<file path="src/design/bhht_pkg.sv">
// Package for the instrument-bus byte handshake block: register map, field positions, resets.
// Assumes an AXI4-Lite master with 32-bit data reaches the registers in one aligned word each.
package bhht_pkg;
	// ==========================================================================
	// Register byte addresses
	localparam logic [7:0] ADDR_INT_STATUS = 8'h00; // interrupt_status_read
	localparam logic [7:0] ADDR_INT_MASK = 8'h04; // interrupt_mask_write
	localparam logic [7:0] ADDR_ADDR_MODE = 8'h08; // address_mode_write
	localparam logic [7:0] ADDR_HS_STATUS = 8'h0c; // handshake_line_status
	localparam logic [7:0] ADDR_AUX_CMD = 8'h10; // auxiliary_command_write
	localparam logic [7:0] ADDR_DATA = 8'h14; // data_in_register / data_out_register
	// ==========================================================================
	// Field positions
	localparam int ST_BYTE_RECEIVED = 0;
	localparam int ST_BYTE_SENT = 1;
	localparam int ST_END = 2;
	localparam int ST_CMD_BYTE = 3;
	localparam int MODE_HOLD_ALL = 0;
	localparam int MODE_HOLD_END = 1;
	localparam int MODE_TALK_ONLY = 2;
	localparam int MODE_LISTEN_ONLY = 3;
	localparam int AUX_ACCEPT_RELEASE = 0;
	localparam int AUX_READY_RELEASE = 1;
	localparam int HS_VALID = 0;
	localparam int HS_READY = 1;
	localparam int HS_ACCEPTED = 2;
	localparam int HS_ATTENTION = 3;
	// ==========================================================================
	// Reset values and bus responses
	localparam logic [1:0] MASK_RESET = 2'h0;
	localparam logic [3:0] MODE_RESET = 4'h0;
	localparam logic [1:0] RESP_OKAY = 2'h0;
	localparam logic [1:0] RESP_SLVERR = 2'h2;
endpackage

</file>
<file path="src/design/bhht_top.sv">
// Byte handshake block: source and acceptor handshakes, hold-off modes, AXI4-Lite registers.
// Bus lines are active high here (true = asserted); the pad layer does inversion and drive.
// Handshake inputs come from the bus asynchronously and are synchronised inside.
// How it works
// - Reading data-in clears byte-received flag.
// - Listener data-in read releases data-accepted line.
// - Accept-release command acts like a data-in read.
// - Hold-all keeps ready low after every byte.
// - Hold-end holds ready only after end byte.
// - Ready-release ends hold-off; otherwise ready stays low.
// - Held-off ready blocks any new transfer cycle.
// - Byte-sent sets when all acceptors accepted.
// - Talk-only sends data-out writes without addressing unless listen-only is set.
// - Listen-only accepts bus bytes without addressing.
// - Handshake line levels readable by host.
// - Interrupt raised only for unmasked status events.
// - Attention marks a byte as a command.
// - Byte-received means data present; clear keeps it.
// - Data-in latches inverted lines while valid high.
// - Pending new byte survives clear and roles.
//
// The register addresses and register access over AXI4-Lite were left to the implementer.
`timescale 1ns/1ps
`default_nettype none
module bhht_top (
	// Clock, reset and clock enable
	input wire logic clk,
	input wire logic rst,
	input wire logic ce,
	// AXI4-Lite write channels
	input wire logic [7:0] s_axi_awaddr,
	input wire logic s_axi_awvalid,
	output logic s_axi_awready,
	input wire logic [31:0] s_axi_wdata,
	input wire logic [3:0] s_axi_wstrb,
	input wire logic s_axi_wvalid,
	output logic s_axi_wready,
	output logic [1:0] s_axi_bresp,
	output logic s_axi_bvalid,
	input wire logic s_axi_bready,
	// AXI4-Lite read channels
	input wire logic [7:0] s_axi_araddr,
	input wire logic s_axi_arvalid,
	output logic s_axi_arready,
	output logic [31:0] s_axi_rdata,
	output logic [1:0] s_axi_rresp,
	output logic s_axi_rvalid,
	input wire logic s_axi_rready,
	// Instrument bus, levels already inverted to active high
	input wire logic [7:0] bus_data_low_in,
	input wire logic bus_valid_in,
	input wire logic bus_ready_in,
	input wire logic bus_accepted_in,
	input wire logic bus_attention_in,
	input wire logic bus_end_in,
	output logic [7:0] bus_data_out,
	output logic bus_data_oe,
	output logic bus_valid_out,
	output logic bus_ready_out,
	output logic bus_accepted_out,
	// Host interrupt
	output logic irq
);
	// ==========================================================================
	// Synchronisers
	logic [3:0] sync1;
	logic [3:0] sync2;
	logic [3:0] next_sync1;
	logic [3:0] next_sync2;
	always_comb begin
		next_sync1 = {bus_attention_in, bus_accepted_in, bus_ready_in, bus_valid_in};
		next_sync2 = sync1;
	end
	always_ff @(posedge clk) begin
		if (rst) begin
			sync1 <= 4'h0;
			sync2 <= 4'h0;
		end else if (ce) begin
			sync1 <= next_sync1;
			sync2 <= next_sync2;
		end
	end
	wire logic valid_s = sync2[0];
	wire logic ready_s = sync2[1];
	wire logic accepted_s = sync2[2];
	wire logic attention_s = sync2[3];
	// ==========================================================================
	// Acceptor (listener) and source (talker) state machines
	typedef enum logic [3:0] {
		ACC_IDLE = 4'b0001,
		ACC_READY = 4'b0010,
		ACC_HOLD = 4'b0100,
		ACC_WAIT_GONE = 4'b1000
	} bhht_acc_t;
	typedef enum logic [2:0] {
		SRC_IDLE = 3'b001,
		SRC_WAIT_READY = 3'b010,
		SRC_WAIT_ACCEPT = 3'b100
	} bhht_src_t;
	bhht_acc_t acc;
	bhht_acc_t next_acc;
	bhht_src_t src;
	bhht_src_t next_src;
	logic [3:0] mode;
	logic [1:0] mask;
	logic [3:0] status;
	logic [7:0] data_in;
	logic [7:0] data_out;
	logic pending;
	logic holdoff;
	logic [3:0] next_mode;
	logic [1:0] next_mask;
	logic [3:0] next_status;
	logic [7:0] next_data_in;
	logic [7:0] next_data_out;
	logic next_pending;
	logic next_holdoff;
	logic next_ready_out;
	logic next_accepted_out;
	logic next_valid_out;
	logic next_oe;
	// Register strobes from the bus slave.
	logic wr_fire;
	logic rd_fire;
	logic [7:0] wr_addr;
	logic [7:0] rd_addr;
	logic [31:0] wr_data;
	logic data_read;
	logic accept_release;
	logic ready_release;
	logic listening;
	logic talking;
	always_comb begin
		data_read = rd_fire && rd_addr == bhht_pkg::ADDR_DATA;
		accept_release = data_read ||
			(wr_fire && wr_addr == bhht_pkg::ADDR_AUX_CMD &&
			wr_data[bhht_pkg::AUX_ACCEPT_RELEASE]);
		ready_release = wr_fire && wr_addr == bhht_pkg::ADDR_AUX_CMD &&
			wr_data[bhht_pkg::AUX_READY_RELEASE];
		listening = mode[bhht_pkg::MODE_LISTEN_ONLY];
		talking = mode[bhht_pkg::MODE_TALK_ONLY] && !listening;
	end
	// Handshake next state; byte events set flags with priority over host clears.
	always_comb begin
		next_acc = acc;
		next_src = src;
		next_status = status;
		next_data_in = data_in;
		next_holdoff = holdoff;
		next_pending = pending;
		next_data_out = data_out;
		next_ready_out = 1'b0;
		next_accepted_out = 1'b0;
		next_valid_out = 1'b0;
		next_oe = 1'b0;
		if (data_read) begin
			next_status[bhht_pkg::ST_BYTE_RECEIVED] = 1'b0;
		end
		if (ready_release) begin
			next_holdoff = 1'b0;
		end
		if (wr_fire && wr_addr == bhht_pkg::ADDR_DATA) begin
			next_data_out = wr_data[7:0];
			next_pending = 1'b1;
			next_status[bhht_pkg::ST_BYTE_SENT] = 1'b0;
		end
		case (acc)
			ACC_IDLE: begin
				if (listening && !holdoff && !valid_s) begin
					next_acc = ACC_READY;
				end
			end
			ACC_READY: begin
				next_ready_out = !holdoff;
				if (!listening) begin
					next_acc = ACC_IDLE;
				end else if (valid_s) begin
					next_data_in = bus_data_low_in;
					next_status[bhht_pkg::ST_BYTE_RECEIVED] = 1'b1;
					next_status[bhht_pkg::ST_END] = bus_end_in;
					next_status[bhht_pkg::ST_CMD_BYTE] = attention_s;
					next_ready_out = 1'b0;
					if (mode[bhht_pkg::MODE_HOLD_ALL] ||
						(mode[bhht_pkg::MODE_HOLD_END] && bus_end_in)) begin
						next_holdoff = 1'b1;
					end
					next_acc = ACC_HOLD;
				end
			end
			ACC_HOLD: begin
				// Data-in keeps following the lines while valid stays asserted.
				if (valid_s) begin
					next_data_in = bus_data_low_in;
				end
				if (accept_release || !listening) begin
					next_accepted_out = 1'b1;
					next_acc = ACC_WAIT_GONE;
				end
			end
			ACC_WAIT_GONE: begin
				next_accepted_out = 1'b1;
				if (!valid_s) begin
					next_accepted_out = 1'b0;
					next_acc = ACC_IDLE;
				end
			end
			default: next_acc = ACC_IDLE;
		endcase
		case (src)
			SRC_IDLE: begin
				if (talking && pending) begin
					next_src = SRC_WAIT_READY;
				end
			end
			SRC_WAIT_READY: begin
				next_oe = 1'b1;
				if (!talking) begin
					next_oe = 1'b0;
					next_src = SRC_IDLE;
				end else if (ready_s && !accepted_s) begin
					next_valid_out = 1'b1;
					next_pending = 1'b0;
					next_src = SRC_WAIT_ACCEPT;
				end
			end
			SRC_WAIT_ACCEPT: begin
				next_oe = 1'b1;
				next_valid_out = 1'b1;
				if (accepted_s) begin
					next_status[bhht_pkg::ST_BYTE_SENT] = 1'b1;
					next_valid_out = 1'b0;
					next_src = SRC_IDLE;
				end
			end
			default: next_src = SRC_IDLE;
		endcase
	end
	always_ff @(posedge clk) begin
		if (rst) begin
			acc <= ACC_IDLE;
			src <= SRC_IDLE;
			status <= 4'h0;
			data_in <= 8'h00;
			data_out <= 8'h00;
			pending <= 1'b0;
			holdoff <= 1'b0;
			bus_ready_out <= 1'b0;
			bus_accepted_out <= 1'b0;
			bus_valid_out <= 1'b0;
			bus_data_oe <= 1'b0;
			bus_data_out <= 8'h00;
		end else if (ce) begin
			acc <= next_acc;
			src <= next_src;
			status <= next_status;
			data_in <= next_data_in;
			data_out <= next_data_out;
			pending <= next_pending;
			holdoff <= next_holdoff;
			bus_ready_out <= next_ready_out;
			bus_accepted_out <= next_accepted_out;
			bus_valid_out <= next_valid_out;
			bus_data_oe <= next_oe;
			bus_data_out <= next_data_out;
		end
	end
	// ==========================================================================
	// AXI4-Lite slave: address and data taken in either order, one of each at a time.
	logic aw_held;
	logic w_held;
	logic [7:0] aw_q;
	logic [31:0] w_q;
	logic next_aw_held;
	logic next_w_held;
	logic [7:0] next_aw_q;
	logic [31:0] next_w_q;
	logic next_bvalid;
	logic [1:0] next_bresp;
	logic next_rvalid;
	logic [31:0] next_rdata;
	logic [1:0] next_rresp;
	logic next_irq;
	function automatic logic mapped(input logic [7:0] a);
		mapped = a == bhht_pkg::ADDR_INT_STATUS || a == bhht_pkg::ADDR_INT_MASK ||
			a == bhht_pkg::ADDR_ADDR_MODE || a == bhht_pkg::ADDR_HS_STATUS ||
			a == bhht_pkg::ADDR_AUX_CMD || a == bhht_pkg::ADDR_DATA;
	endfunction
	always_comb begin
		next_aw_held = aw_held;
		next_w_held = w_held;
		next_aw_q = aw_q;
		next_w_q = w_q;
		next_bvalid = s_axi_bvalid;
		next_bresp = s_axi_bresp;
		next_rvalid = s_axi_rvalid;
		next_rdata = s_axi_rdata;
		next_rresp = s_axi_rresp;
		next_mode = mode;
		next_mask = mask;
		wr_fire = 1'b0;
		rd_fire = 1'b0;
		wr_addr = aw_q;
		wr_data = w_q;
		rd_addr = s_axi_araddr;
		if (s_axi_awvalid && s_axi_awready) begin
			next_aw_held = 1'b1;
			next_aw_q = s_axi_awaddr;
		end
		if (s_axi_wvalid && s_axi_wready) begin
			next_w_held = 1'b1;
			next_w_q = s_axi_wdata;
		end
		if (s_axi_bvalid && s_axi_bready) begin
			next_bvalid = 1'b0;
		end
		if (aw_held && w_held && !s_axi_bvalid) begin
			wr_fire = mapped(aw_q);
			next_aw_held = 1'b0;
			next_w_held = 1'b0;
			next_bvalid = 1'b1;
			next_bresp = mapped(aw_q) ? bhht_pkg::RESP_OKAY : bhht_pkg::RESP_SLVERR;
			if (aw_q == bhht_pkg::ADDR_INT_MASK) begin
				next_mask = w_q[1:0];
			end
			if (aw_q == bhht_pkg::ADDR_ADDR_MODE) begin
				next_mode = w_q[3:0];
			end
		end
		if (s_axi_rvalid && s_axi_rready) begin
			next_rvalid = 1'b0;
		end
		if (s_axi_arvalid && s_axi_arready) begin
			rd_fire = 1'b1;
			next_rvalid = 1'b1;
			next_rresp = bhht_pkg::RESP_OKAY;
			next_rdata = 32'h0000_0000;
			if (s_axi_araddr == bhht_pkg::ADDR_INT_STATUS) begin
				next_rdata = {28'h0000000, status};
			end else if (s_axi_araddr == bhht_pkg::ADDR_INT_MASK) begin
				next_rdata = {30'h00000000, mask};
			end else if (s_axi_araddr == bhht_pkg::ADDR_ADDR_MODE) begin
				next_rdata = {28'h0000000, mode};
			end else if (s_axi_araddr == bhht_pkg::ADDR_HS_STATUS) begin
				next_rdata = {28'h0000000, attention_s, accepted_s, ready_s, valid_s};
			end else if (s_axi_araddr == bhht_pkg::ADDR_DATA) begin
				next_rdata = {24'h000000, data_in};
			end else if (s_axi_araddr != bhht_pkg::ADDR_AUX_CMD) begin
				next_rresp = bhht_pkg::RESP_SLVERR;
			end
		end
		// Byte strobes are ignored: every register is narrower than one lane group.
		next_irq = |(status[1:0] & next_mask);
	end
	always_ff @(posedge clk) begin
		if (rst) begin
			aw_held <= 1'b0;
			w_held <= 1'b0;
			aw_q <= 8'h00;
			w_q <= 32'h0000_0000;
			s_axi_bvalid <= 1'b0;
			s_axi_bresp <= bhht_pkg::RESP_OKAY;
			s_axi_rvalid <= 1'b0;
			s_axi_rdata <= 32'h0000_0000;
			s_axi_rresp <= bhht_pkg::RESP_OKAY;
			s_axi_awready <= 1'b0;
			s_axi_wready <= 1'b0;
			s_axi_arready <= 1'b0;
			mode <= bhht_pkg::MODE_RESET;
			mask <= bhht_pkg::MASK_RESET;
			irq <= 1'b0;
		end else if (ce) begin
			aw_held <= next_aw_held;
			w_held <= next_w_held;
			aw_q <= next_aw_q;
			w_q <= next_w_q;
			s_axi_bvalid <= next_bvalid;
			s_axi_bresp <= next_bresp;
			s_axi_rvalid <= next_rvalid;
			s_axi_rdata <= next_rdata;
			s_axi_rresp <= next_rresp;
			s_axi_awready <= !next_aw_held && !next_bvalid;
			s_axi_wready <= !next_w_held && !next_bvalid;
			s_axi_arready <= !next_rvalid && !s_axi_arready;
			mode <= next_mode;
			mask <= next_mask;
			irq <= next_irq;
		end
	end
	// ==========================================================================
	// Checks
	property p_read_clears;
		@(posedge clk) disable iff (rst)
		ce && data_read && !(acc == ACC_READY && valid_s && listening)
		|=> !status[bhht_pkg::ST_BYTE_RECEIVED];
	endproperty
	a_read_clears: assert property (p_read_clears) else $error("read kept byte flag");
	property p_release;
		@(posedge clk) disable iff (rst)
		ce && acc == ACC_HOLD && accept_release |=> bus_accepted_out;
	endproperty
	a_release: assert property (p_release) else $error("accepted not released");
	property p_hold_ready;
		@(posedge clk) disable iff (rst)
		holdoff |-> !bus_ready_out;
	endproperty
	a_hold_ready: assert property (p_hold_ready) else $error("ready during hold-off");
	property p_sent;
		@(posedge clk) disable iff (rst)
		ce && src == SRC_WAIT_ACCEPT && accepted_s |=> status[bhht_pkg::ST_BYTE_SENT];
	endproperty
	a_sent: assert property (p_sent) else $error("byte-sent not set");
	property p_irq;
		@(posedge clk) disable iff (rst)
		irq |-> $past(|(status[1:0])) || |(status[1:0]);
	endproperty
	a_irq: assert property (p_irq) else $error("interrupt without status");
	property p_pending;
		@(posedge clk) disable iff (rst)
		pending && !talking |=> pending;
	endproperty
	a_pending: assert property (p_pending) else $error("pending byte lost");
	property p_hold_all;
		@(posedge clk) disable iff (rst)
		ce && acc == ACC_READY && listening && valid_s && mode[bhht_pkg::MODE_HOLD_ALL]
		&& !ready_release |=> holdoff;
	endproperty
	a_hold_all: assert property (p_hold_all) else $error("hold-all missed");
	property p_rel;
		@(posedge clk) disable iff (rst)
		ce && ready_release && !(acc == ACC_READY && valid_s) |=> !holdoff;
	endproperty
	a_rel: assert property (p_rel) else $error("ready-release ignored");
endmodule
`default_nettype wire

</file>
<file path="config.mk">
export PLATFORM = sky130hd
export DESIGN_NAME = bhht_top
export DESIGN_NICKNAME = d
export VERILOG_FILES = /design/src/design/bhht_pkg.sv /design/src/design/bhht_top.sv
export SDC_FILE = /design/constraint.sdc
export NUM_CORES = 1
export LEC_CHECK = 0
export BUFFER_PORTS_ARGS = -buffer_cell sky130_fd_sc_hd__buf_2
export CAP_MARGIN = 20
export CORE_MARGIN = 5
export CORE_UTILIZATION = 45
export DETAILED_ROUTE_END_ITERATION = 12
export PLACE_DENSITY = 0.76
export SETUP_SLACK_MARGIN = 0.4
export SLEW_MARGIN = 40
export SYNTH_ARGS = -nofsm -noshare
export SYNTH_HDL_FRONTEND = slang
export SYNTH_SLANG_ARGS = --single-unit
</file>
<file path="constraint.sdc">
create_clock -name clk -period 1.7 [get_ports clk]
set_input_delay 0.34 -clock clk [delete_from_list [all_inputs] [get_ports clk]]
set_output_delay 0.34 -clock clk [all_outputs]
set_load 0.02 [all_outputs]
</file>
==> qor.csv <==
metric,value,unit
outcome,"complete, but fails checks",
failing checks,negative setup slack,
share of layout cells above drive strength 1,0.391,
Pins Over Slew Limit,0,
min-delay worst type,primary input to register,
CTS tree,done,
GRT Total Usage,0.187,
final worst path period share,1.11,
Setup Total Neg Slack,-1.82,ns
Post-Synthesis Cell Area,0.00362,mm^2
fin crit period,1.88,ns
Comb power frac,0.181,
Post-synth EDFFs,0,
PwrDens,893,mW/mm^2
Worst setup EP type,register,
Worst Skew,0.00661,ns
first-pass GRT wire length,15000,um
HPWL after DPL,6420,um
H-tree depth,3,
CP Max Fanout,10,
Max VDD drop,0.529,mV
CORE AREA,0.00777,mm^2
initial drt markers,266,
Setup CP Type,register to register,
Yosys warning count,0,
Seq pwr share,0.473,
hold path depth,3,
"Worst Setup Slack, final",-0.181,ns
maximum clock rate,0.532,GHz
vias in the first global route,3172,
clock latency on the worst-skew pair,0.34,ns
"Distinct cells, synth",52,
utilization after layout,0.629,
Pleak,0.00206,uW
final net count,592,
Area growth syn-to-layout,35.0,%
gp weighted congestion,0.872,
initial antenna violation count,0,
DRC viols,0,
CTS buffer count,9,
max_cap viols,0,
GR Overflow Total,0,
"Reg clk slew, reported paths",0.08,ns
CP required,1.96,ns
post-route cell area,0.00488,mm^2
Clock power frac,0.346,
Hold Buf Count CTS,0,
synthesized flop and latch total,81,
clock root cell,clkbuf_8,
dominant cell type by area after synthesis,dfxtp_1,
Avg Inst Size Synth,8.80,um^2
Pint,3220,uW
Placed Area,0.00419,mm^2
RSZ-0062 raised after global routing,yes,
DR vias/cell,5.19,
Die H,99.7,um
Final Hold Vio Count,0,
post-synthesis cell count,411,
routed wire length,9690,um
Arrival @ worst endpoint,2.14,ns
Initial Utilization,0.466,
Die ar.,0.00993,mm^2
Synth async-reset ratio,0,
final setup fails,16,
clock tree buffer depth,2,
pin count of the biggest net entering global routing,27,
IO Port Bufs,72,
ys flop type,dfxtp_1,
Sw Ratio,0.262,
r2r worst-path depth,5,
Final ANT Viol Nets,0,
Sinks on Clock Net,81,
num rows,32,
Pwr Total,4360,uW
Top-Level Pins,127,
CP startpoint kind,register,
Detailed Routing Iterations Pass 1,4,
Avg WL per Cell,15.5,um
Antenna diodes,0,
share of the synthesized area in the top cell type,0.448,
Vias,3248,
Synth area leaders,"dfxtp_1 (45%), mux2i_1 (11%), nor2_1 (6.0%), buf_4 (5.4%), nand2_1 (4.9%)",
die width,99.7,um
switching power,1140,uW
"Seq/Total Area, Yosys",0.448,
## critical path: stages (launching register included)
cell      delay (ns)
dfxtp_1         0.31
or4_4           0.58
nor4b_4         0.24
and3_4          0.36
nor2_2          0.06
a311oi_2        0.24
## through the flow
stage          hold WS (ns)  setup WS [ns]  instances
6_report              0.228         -0.181        626
3_3_place_gp          0.442         -0.147        585
4_1_cts               0.215         -0.180        615
3_5_place_dp          0.452         -0.178        585
2_1_floorplan         0.436         -0.101        436
5_1_grt               0.222         -0.278        626
## timing repair
action	4_1_cts	5_1_grt
setup buffers	14	11
pin swaps	12	13
gates resized for setup	40	34
endpoints found under the setup margin	48	52
## power by group through the flow
stage               Sequential (uW)  Clock (uW)  Combinational, uW
floorplan                      2110           0                429
global placement               2100           0                536
detailed placement             2110           0                546
CTS                            2060        1530                707
global route                   2070        1610                854
finish                         2060        1510                790
## cells in the final DEF (no fill, tap or decap), drive strengths merged, types with 2 or more instances in the layout
cell     count
a211oi       4
a21oi       36
a22oi        8
a311oi       2
a31oi        3
and3         5
buf        121
clkbuf      15
conb        26
dfxtp       81
inv          7
mux2         2
mux2i       39
nand2       47
nand2b       5
nand3       13
nand3b       4
nor2        59
nor2b        4
nor3         4
nor3b        3
nor4b        4
o2111ai      3
o21a         3
o21ai        8
or4          2
## registers in the layout, summed over array words and instances, names as in the netlist, 8 cells and up
register,count
aw_q,8
data_in,8
data_out,8
s_axi_rdata,8
w_q,8
## cells by family after synthesis
group	count (synthesis)	share of synthesized area
AND/OR/NAND/NOR	158	0.216
flip-flops	81	0.448
AO/OA/AOI/OAI	74	0.131
buffers and inverters	56	0.0899
multiplexers	41	0.114
other	1	0.00104
## synth_stat cells (all sizes together) (2+ instances only)
master / n
dfxtp: 81
nor3b: 3
nor2: 59
a22oi: 8
a311oi: 2
nor3: 4
or4: 2
nand3: 13
nand2b: 5
mux2i: 39
o21ai: 8
and3: 5
a21oi: 36
a211oi: 4
o2111ai: 3
o21a: 3
clkbuf: 20
nand3b: 4
nor4b: 4
buf: 29
inv: 7
nand2: 47
mux2: 2
nor2b: 4
a31oi: 3
## per-layer routing
layer	share of wire	track usage	up-vias
met5	0	0	-
met4	0.019	0.0956	0
met3	0.062	0.0330	18
met2	0.52	0.316	114
met1	0.40	0.226	1529
li1	-	-	1587
## path summary, 6_finish.rpt
path                   startpoint                    to  slack, ns
min                s_axi_wdata[4]   w_q[4]$_SDFFE_PP0P_       0.23
max reg2reg  aw_q[7]$_SDFFE_PP0P_  pending$_SDFFE_PP0P_      -0.18
min reg2reg   w_q[4]$_SDFFE_PP0P_   w_q[4]$_SDFFE_PP0P_       0.46
max          aw_q[7]$_SDFFE_PP0P_  pending$_SDFFE_PP0P_      -0.18
## final cells by class
type                            instances  area (um^2)
Sequential cell                        81         1650
Fill cell                             632         2880
Tap cell                              102          128
Timing Repair Buffer                  121          788
Clock inverter                          1         30.0
Inverter                                7         26.3
Clock buffer                           15          188
Multi-Input combinational cell        299         2070
Note: power is estimated with default switching activity, not from simulation.
